===== config.mk =====
export PLATFORM = sky130hd
export DESIGN_NAME = spihfc_port
export DESIGN_NICKNAME = d
export VERILOG_FILES = /design/src/verilog/spihfc_pkg.sv /design/src/verilog/spihfc_pins_if.sv /design/src/verilog/spihfc_port.sv /design/src/verilog/spihfc_sync.sv
export SDC_FILE = /design/constraint.sdc
export NUM_CORES = 1
export LEC_CHECK = 0
export ABC_AREA = 1
export BUFFER_PORTS_ARGS = -buffer_cell sky130_fd_sc_hd__buf_4
export CAP_MARGIN = 20
export CORE_MARGIN = 1
export CORE_UTILIZATION = 45
export DETAILED_ROUTE_END_ITERATION = 7
export PLACE_DENSITY = 0.68
export SLEW_MARGIN = 0
export SYNTH_ARGS = -nofsm -noshare
export SYNTH_HDL_FRONTEND = slang
export SYNTH_SLANG_ARGS = --single-unit

===== constraint.sdc =====
create_clock -name sys_clk_in -period 1.92 [get_ports sys_clk_in]
set_input_delay 0.288 -clock sys_clk_in [delete_from_list [all_inputs] [get_ports sys_clk_in]]
set_output_delay 0.288 -clock sys_clk_in [all_outputs]
set_load 0.01 [all_outputs]

===== src/verilog/spihfc_pkg.sv =====
// Constants and types shared by the host-port flow-control block
package spihfc_pkg;
  // Byte framing on the serial link
  localparam int unsigned BYTE_W = 8;
  localparam logic [2:0] BIT_FIRST = 3'h0;
  localparam logic [2:0] BIT_LAST = 3'h7;
  // Position of the ready flag inside the status byte
  localparam int unsigned STAT_RDY_POS = 0;
  // Bit count after which the ready flag is the next bit on MISO
  localparam logic [2:0] RDY_SLOT = 3'h7;
  // Byte sent when the core has no data ready
  localparam logic [7:0] IDLE_FILL = 8'hFF;
  // Reset values
  localparam logic [7:0] BYTE_RST = 8'h00;
  localparam logic [2:0] SYNC_RST = 3'h7;
  // Transaction phase
  typedef enum logic [1:0] {
    SPIHFC_IDLE = 2'b00,
    SPIHFC_CMD = 2'b01,
    SPIHFC_DATA = 2'b10
  } spihfc_phase_t;
endpackage


===== src/verilog/spihfc_pins_if.sv =====
// Synchronised pin levels and edge strobes between sampler and port logic
`timescale 1ns/1ps
interface spihfc_pins_if;
  logic sclk_rise;
  logic sclk_fall;
  logic sel_active;
  logic sel_fall;
  logic sel_rise;
  logic mosi_bit;
  modport sampler (output sclk_rise, output sclk_fall, output sel_active, output sel_fall, output sel_rise,
                   output mosi_bit);
  modport port (input sclk_rise, input sclk_fall, input sel_active, input sel_fall, input sel_rise,
                input mosi_bit);
endinterface


===== src/verilog/spihfc_port.sv =====
// Serial host port of the playback device with ready/busy pacing
// Overview of operation
// - Mode 3 link: clock idles high, both sides sample on the rising clock edge.
// - A falling edge on the active-low select starts a new transaction and command.
// - While the command byte comes in, the status byte goes out on MISO bit for bit.
// - After the command, the port returns one data byte per eight clocks for as long as the host keeps clocking.
// - When a byte completes and the transfer buffer is full or empty, handshake_ready drops low.
// - Clocking while handshake_ready is low in the command byte, before the ready slot, clears the status ready bit sent on MISO.
// - The interrupt output goes low on write overrun or on invalid returned data.
`timescale 1ns/1ps
module spihfc_port (
  // Clock and reset
  input wire logic sys_clk_in,
  input wire logic rstn_in,
  // Serial pins
  input wire logic port_select_n_in,
  input wire logic sclk_in,
  input wire logic mosi_in,
  output logic miso_out,
  output logic miso_oe_out,
  output logic handshake_ready_out,
  output logic int_n_out,
  // Status from the device core, ready bit is overlaid here
  input wire logic [7:0] status_in,
  // Received command and data
  output logic [7:0] cmd_out,
  output logic cmd_valid_out,
  output logic [7:0] rx_data_out,
  output logic rx_valid_out,
  // Data returned to the host
  input wire logic [7:0] tx_data_in,
  input wire logic tx_valid_in,
  output logic tx_take_out,
  // Flow control and interrupt handling from the core
  input wire logic is_read_in,
  input wire logic buf_stall_in,
  input wire logic int_clear_in
);
  typedef struct packed {
    spihfc_pkg::spihfc_phase_t phase;
    logic [2:0] bit_cnt;
    logic [7:0] rx_sh;
    logic [7:0] tx_sh;
    logic load_pend;
    logic hs_ready;
    logic rdy_lost;
    logic irq;
    logic [7:0] cmd;
    logic cmd_v;
    logic [7:0] rx;
    logic rx_v;
    logic take;
  } spihfc_port_st_t;

  spihfc_port_st_t st_ff;
  spihfc_port_st_t nxt_st;
  spihfc_pins_if pins ();

  // Pin sampling; the host clock is far slower than ours
  spihfc_sync u_sync (
    .sys_clk_in(sys_clk_in),
    .rstn_in(rstn_in),
    .port_select_n_in(port_select_n_in),
    .sclk_in(sclk_in),
    .mosi_in(mosi_in),
    .pins(pins)
  );

  // Status byte with the live ready flag in its slot
  function automatic logic [7:0] status_with_ready(input logic [7:0] stat, input logic rdy);
    logic [7:0] s;
    s = stat;
    s[spihfc_pkg::STAT_RDY_POS] = rdy;
    return s;
  endfunction

  // Transaction sequencing, shifting and flow control
  always_comb begin
    nxt_st = st_ff;
    nxt_st.cmd_v = 1'b0;
    nxt_st.rx_v = 1'b0;
    nxt_st.take = 1'b0;
    // Clear first so a same-cycle error still raises the interrupt
    if (int_clear_in) begin
      nxt_st.irq = 1'b0;
    end
    // Ready returns once the core has room or data again
    if (!st_ff.hs_ready && !buf_stall_in) begin
      nxt_st.hs_ready = 1'b1;
    end
    if (pins.sel_fall) begin
      nxt_st.phase = spihfc_pkg::SPIHFC_CMD;
      nxt_st.bit_cnt = spihfc_pkg::BIT_FIRST;
      nxt_st.load_pend = 1'b0;
      nxt_st.rdy_lost = 1'b0;
      // MSB must sit on MISO before the first falling clock edge
      nxt_st.tx_sh = status_with_ready(status_in, st_ff.hs_ready);
    end else if (!pins.sel_active) begin
      nxt_st.phase = spihfc_pkg::SPIHFC_IDLE;
      nxt_st.bit_cnt = spihfc_pkg::BIT_FIRST;
      nxt_st.load_pend = 1'b0;
    end else if (st_ff.phase != spihfc_pkg::SPIHFC_IDLE) begin
      if (pins.sclk_rise) begin
        // Sample on the rising edge, MSB first
        nxt_st.rx_sh = {st_ff.rx_sh[6:0], pins.mosi_bit};
        nxt_st.bit_cnt = st_ff.bit_cnt + 3'h1;
        // Clock while busy: overrun on writes, invalid data on reads
        if (!st_ff.hs_ready) begin
          nxt_st.rdy_lost = 1'b1;
          nxt_st.irq = 1'b1;
        end
        if (st_ff.bit_cnt == spihfc_pkg::BIT_LAST) begin
          nxt_st.load_pend = 1'b1;
          if (st_ff.phase == spihfc_pkg::SPIHFC_CMD) begin
            nxt_st.cmd = {st_ff.rx_sh[6:0], pins.mosi_bit};
            nxt_st.cmd_v = 1'b1;
            nxt_st.phase = spihfc_pkg::SPIHFC_DATA;
          end else begin
            nxt_st.rx = {st_ff.rx_sh[6:0], pins.mosi_bit};
            nxt_st.rx_v = 1'b1;
          end
          if (buf_stall_in) begin
            nxt_st.hs_ready = 1'b0;
          end
        end
      end
      if (pins.sclk_fall) begin
        if (st_ff.load_pend) begin
          nxt_st.load_pend = 1'b0;
          if (tx_valid_in) begin
            nxt_st.tx_sh = tx_data_in;
            nxt_st.take = 1'b1;
          end else begin
            nxt_st.tx_sh = spihfc_pkg::IDLE_FILL;
            // A read with nothing to give is invalid data
            if (is_read_in) begin
              nxt_st.irq = 1'b1;
            end
          end
        end else if (st_ff.phase != spihfc_pkg::SPIHFC_CMD || st_ff.bit_cnt != spihfc_pkg::BIT_FIRST) begin
          // Mode 3 shifts only after a sample, so the first fall of the command keeps S7 on MISO
          nxt_st.tx_sh = {st_ff.tx_sh[6:0], 1'b0};
          // Late busy violation still shows in the ready slot
          if (st_ff.phase == spihfc_pkg::SPIHFC_CMD && st_ff.bit_cnt == spihfc_pkg::RDY_SLOT &&
              (st_ff.rdy_lost || !st_ff.hs_ready)) begin
            nxt_st.tx_sh[7] = 1'b0;
          end
        end
      end
    end
  end

  always_ff @(posedge sys_clk_in) begin
    if (!rstn_in) begin
      st_ff <= '{phase: spihfc_pkg::SPIHFC_IDLE, bit_cnt: spihfc_pkg::BIT_FIRST, rx_sh: spihfc_pkg::BYTE_RST,
                 tx_sh: spihfc_pkg::BYTE_RST, load_pend: 1'b0, hs_ready: 1'b1, rdy_lost: 1'b0, irq: 1'b0,
                 cmd: spihfc_pkg::BYTE_RST, cmd_v: 1'b0, rx: spihfc_pkg::BYTE_RST, rx_v: 1'b0, take: 1'b0};
    end else begin
      st_ff <= nxt_st;
    end
  end

  // Outputs, all taken from registered state
  assign miso_oe_out = (st_ff.phase != spihfc_pkg::SPIHFC_IDLE);
  assign miso_out = miso_oe_out & st_ff.tx_sh[7];
  assign handshake_ready_out = st_ff.hs_ready;
  assign int_n_out = ~st_ff.irq;
  assign cmd_out = st_ff.cmd;
  assign cmd_valid_out = st_ff.cmd_v;
  assign rx_data_out = st_ff.rx;
  assign rx_valid_out = st_ff.rx_v;
  assign tx_take_out = st_ff.take;
endmodule


===== src/verilog/spihfc_sync.sv =====
// Two-stage pin synchroniser with edge detection for clock and select
`timescale 1ns/1ps
module spihfc_sync (
  // Clock and reset
  input wire logic sys_clk_in,
  input wire logic rstn_in,
  // Raw pins: {select_n, serial clock, mosi}
  input wire logic port_select_n_in,
  input wire logic sclk_in,
  input wire logic mosi_in,
  // Strobes toward the port logic
  spihfc_pins_if.sampler pins
);
  typedef struct packed {
    logic [2:0] meta;
    logic [2:0] sync;
    logic sclk_prev;
    logic sel_n_prev;
  } spihfc_sync_st_t;

  spihfc_sync_st_t st_ff;
  spihfc_sync_st_t nxt_st;

  // Idle levels are high for both clock and select, so reset to that
  always_comb begin
    nxt_st = st_ff;
    nxt_st.meta = {port_select_n_in, sclk_in, mosi_in};
    nxt_st.sync = st_ff.meta; // Only the second stage reads the first
    nxt_st.sclk_prev = st_ff.sync[1];
    nxt_st.sel_n_prev = st_ff.sync[2];
  end

  always_ff @(posedge sys_clk_in) begin
    if (!rstn_in) begin
      st_ff <= '{meta: spihfc_pkg::SYNC_RST, sync: spihfc_pkg::SYNC_RST, sclk_prev: 1'b1, sel_n_prev: 1'b1};
    end else begin
      st_ff <= nxt_st;
    end
  end

  // Edges from the settled stage only
  assign pins.sclk_rise = st_ff.sync[1] & ~st_ff.sclk_prev;
  assign pins.sclk_fall = ~st_ff.sync[1] & st_ff.sclk_prev;
  assign pins.sel_fall = ~st_ff.sync[2] & st_ff.sel_n_prev;
  assign pins.sel_rise = st_ff.sync[2] & ~st_ff.sel_n_prev;
  assign pins.sel_active = ~st_ff.sync[2];
  assign pins.mosi_bit = st_ff.sync[0];
endmodule

==> flow_metrics.env <==
export IMPL_status="finished clean"
export IMPL_netlist_area_sq_mm=0.00218
export IMPL_r2r_end="cmd_out[6]$_SDFFE_PN0P_"
export IMPL_drv_cap=0
export IMPL_gr_usage_all_layers_pct=19.0
export IMPL_coreArea_sq_mm=0.00450
export IMPL_hpwl_microns=3260
export IMPL_synthXorXnorAreaFrac_pct=0
export IMPL_yosysSeqAreaShare_pct=46.7
export IMPL_ctsHoldBuffers=0
export IMPL_area_growth_pct=17.1
export IMPL_diodes=0
export IMPL_finalSetupViolCount=0
export IMPL_muxShareOfSynthArea_pct=0
export IMPL_cts_path_max_buffers=2
export IMPL_min_from="buf_stall_in"
export IMPL_worstSkewPairLatency_ns=0.30
export IMPL_post_route_period_util_pct=82.0
export IMPL_syn_avg_cell_area_sq_um=7.61
export IMPL_r2r_setup_slack_ns=0.34
export IMPL_layout_commonest_cell="nor2_1"
export IMPL_synth_distinct_cells=26
export IMPL_worstPathRequired_ns=2.12
export IMPL_worst_slack_ns=0.345
export IMPL_synth_top_family_by_area="simple AND/OR/NAND/NOR gates"
export IMPL_fmax_ghz=0.635
export IMPL_cts_root_buf="clkbuf_8"
export IMPL_ys_ff_latch=51
export IMPL_grt_pass1_vias=1785
export IMPL_io_pins=48
export IMPL_synth_compound_area_share_pct=14.1
export IMPL_drtPass1Iterations=5
export IMPL_slew_violations=0
export IMPL_final_cell_mix="52 x nor2_1, 51 x dfxtp_1, 49 x nand2_1, 48 x buf_4, 24 x o21ai_0"
export IMPL_wl_microns=4600
export IMPL_endpoint_kind="flip-flop"
export IMPL_synth_nets=315
export IMPL_fin_nets=349
export IMPL_cts_resized_gates=0
export IMPL_total_power_uw=1790
export IMPL_drc=0
export IMPL_hold_class="in -> reg"
export IMPL_pre_cts_ws_ns=0.354
export IMPL_synth_ff_type="dfxtp_1"
export IMPL_layout_cells_non_filler=373
export IMPL_fill_cells=459
export IMPL_placed_cells=366
export IMPL_route_vias_total=1889
export IMPL_avgRoutedWirePerCell_microns=12.3
export IMPL_async_flop_share_pct=0
export IMPL_post_route_util_pct=56.8
export IMPL_yosys_area_share_simple_pct=26.6
export IMPL_finalHoldViolations=0
export IMPL_critPathKind="reg -> reg"
export IMPL_powerDensity_mw_per_mm2=700
export IMPL_grt_pass1_wl_microns=7670
export IMPL_die_y_microns=71.7
export IMPL_r2r_start="st_ff[39]$_SDFFE_PP0P_"
export IMPL_htreeDepth=2
export IMPL_grt_antenna_before_repair=0
export IMPL_ant_nets=0
export IMPL_skew_ns=0.00429
export IMPL_tightest_slew_ns=0.411
export IMPL_r2r_cells=9
export IMPL_cp_start_kind="flip-flop"
export IMPL_finalCriticalPeriod_ns=1.58
export IMPL_yosys_warnings=0
export IMPL_grt_start_max_net_pins=27
export IMPL_hold_end="handshake_ready_out$_SDFF_PN1_"
export IMPL_start_util_pct=48.5
export IMPL_fp_row_count=24
export IMPL_fp_dieW_microns=71.7
export IMPL_rsz0062_at_grt="false"
export IMPL_cts_inserted_buffers=5
export IMPL_cp_max_fo=10
export IMPL_synth_enable_flop_cells=0
export IMPL_cts_tree="yes"
export IMPL_cts_clk_slew_worst_paths_ns=0.09
export IMPL_drtIter0Drc=106
export IMPL_drive_gt1_share_pct=25.5
export IMPL_gp_congestion=0.856
export IMPL_slew_headroom_pct=72.6
export IMPL_setup_tns_ns=0
export IMPL_die_area_sq_mm=0.00514
export IMPL_hold_path_depth=2
export IMPL_grt_overflow=0
export IMPL_synthAdderAreaFrac_pct=1.72
export IMPL_leakagePower_uw=0.00113
export IMPL_crit_arrival_ns=1.77
export IMPL_syn_inst=287
export IMPL_postCtsSetupBuffers=0
export IMPL_portBuffers=46
export IMPL_cts_num_sinks=51
export IMPL_routed_via_density=5.06
export IMPL_ir_drop_uv=435
synthesized netlist by cell type, types with 4 or more instances:
cell type / count / share of area, %
a21oi_1: 23 / 5.3
buf_4: 16 / 5.5
dfxtp_1: 51 / 47
inv_1: 15 / 2.6
inv_2: 8 / 1.4
nand2_1: 49 / 8.4
nand2_2: 4 / 1.1
nand3_1: 7 / 1.6
nor2_1: 52 / 8.9
nor2_4: 4 / 2.1
o21ai_0: 24 / 5.5
o22ai_1: 7 / 2.0
or2_2: 6 / 1.7
where the power goes:
part | switching [uW] | internal (uW)
clock | 334 | 283
combinational | 47.5 | 48.8
sequential | 7.21 | 1070
cells by family after synthesis:
logic type,after synthesis
fa+ha+maj,3
flops,51
compound gates,59
buf+inv,46
simple gates,128
routing by layer:
metal  vias up  track usage, %  routed length, microns  part of all wire [%]
li1        967               -                       -                     -
met1       866            25.2                    2230                    48
met2        52            30.3                    2060                    45
met3         4            4.92                     274                   6.0
met4         0            5.88                      36                  0.78
met5         -               0                       0                     0
layout make-up:
type	instances	area (sq um)	area share, %
clock buffer	6	82.6	3.23
clock inverter	1	5.00	0.196
inverter	25	96.3	3.77
multi-input combinational	190	927	36.3
sequential	51	1020	39.9
tap	52	65.1	2.54
timing repair buffer	48	360	14.1
state kept, by name, summed over array words and instances, names as in the netlist:
signal / cells
st_ff: 23
cmd_out: 8
rx_data_out: 8
u_sync.nxt_st: 5
u_sync.st_ff: 2
cmd_valid_out: 1
handshake_ready_out: 1
rx_valid_out: 1
tx_take_out: 1
u_sync.pins.mosi_bit: 1
how the worst max path moves through the flow:
stage	start	end	slack [ns]
after global routing	st_ff[39]$_SDFFE_PP0P_	cmd_out[6]$_SDFFE_PN0P_	0.21
after global placement	st_ff[39]$_SDFFE_PP0P_	cmd_out[6]$_SDFFE_PN0P_	0.39
after floorplan	st_ff[39]$_SDFFE_PP0P_	cmd_out[6]$_SDFFE_PN0P_	0.52
after detailed placement	st_ff[39]$_SDFFE_PP0P_	cmd_out[6]$_SDFFE_PN0P_	0.35
after CTS	st_ff[39]$_SDFFE_PP0P_	cmd_out[6]$_SDFFE_PN0P_	0.33
final	st_ff[39]$_SDFFE_PP0P_	cmd_out[6]$_SDFFE_PN0P_	0.34
per-stage QoR:
stage	hold slack, ns	area [sq um]
after floorplan	0.357	2180
after global placement	0.393	2470
after detailed placement	0.400	2470
after CTS	0.132	2560
after global routing	0.124	2560
final	0.141	2560
critical path, cell delays in order (launching register included):
cell	delay [ns]
dfxtp_1	0.36
ha_1	0.15
ha_1	0.18
inv_1	0.07
nor2_1	0.18
nand2_4	0.10
nor2_8	0.16
inv_2	0.10
nor2_1	0.10
nor2_1	0.06
(Power assumes the default switching activity.)
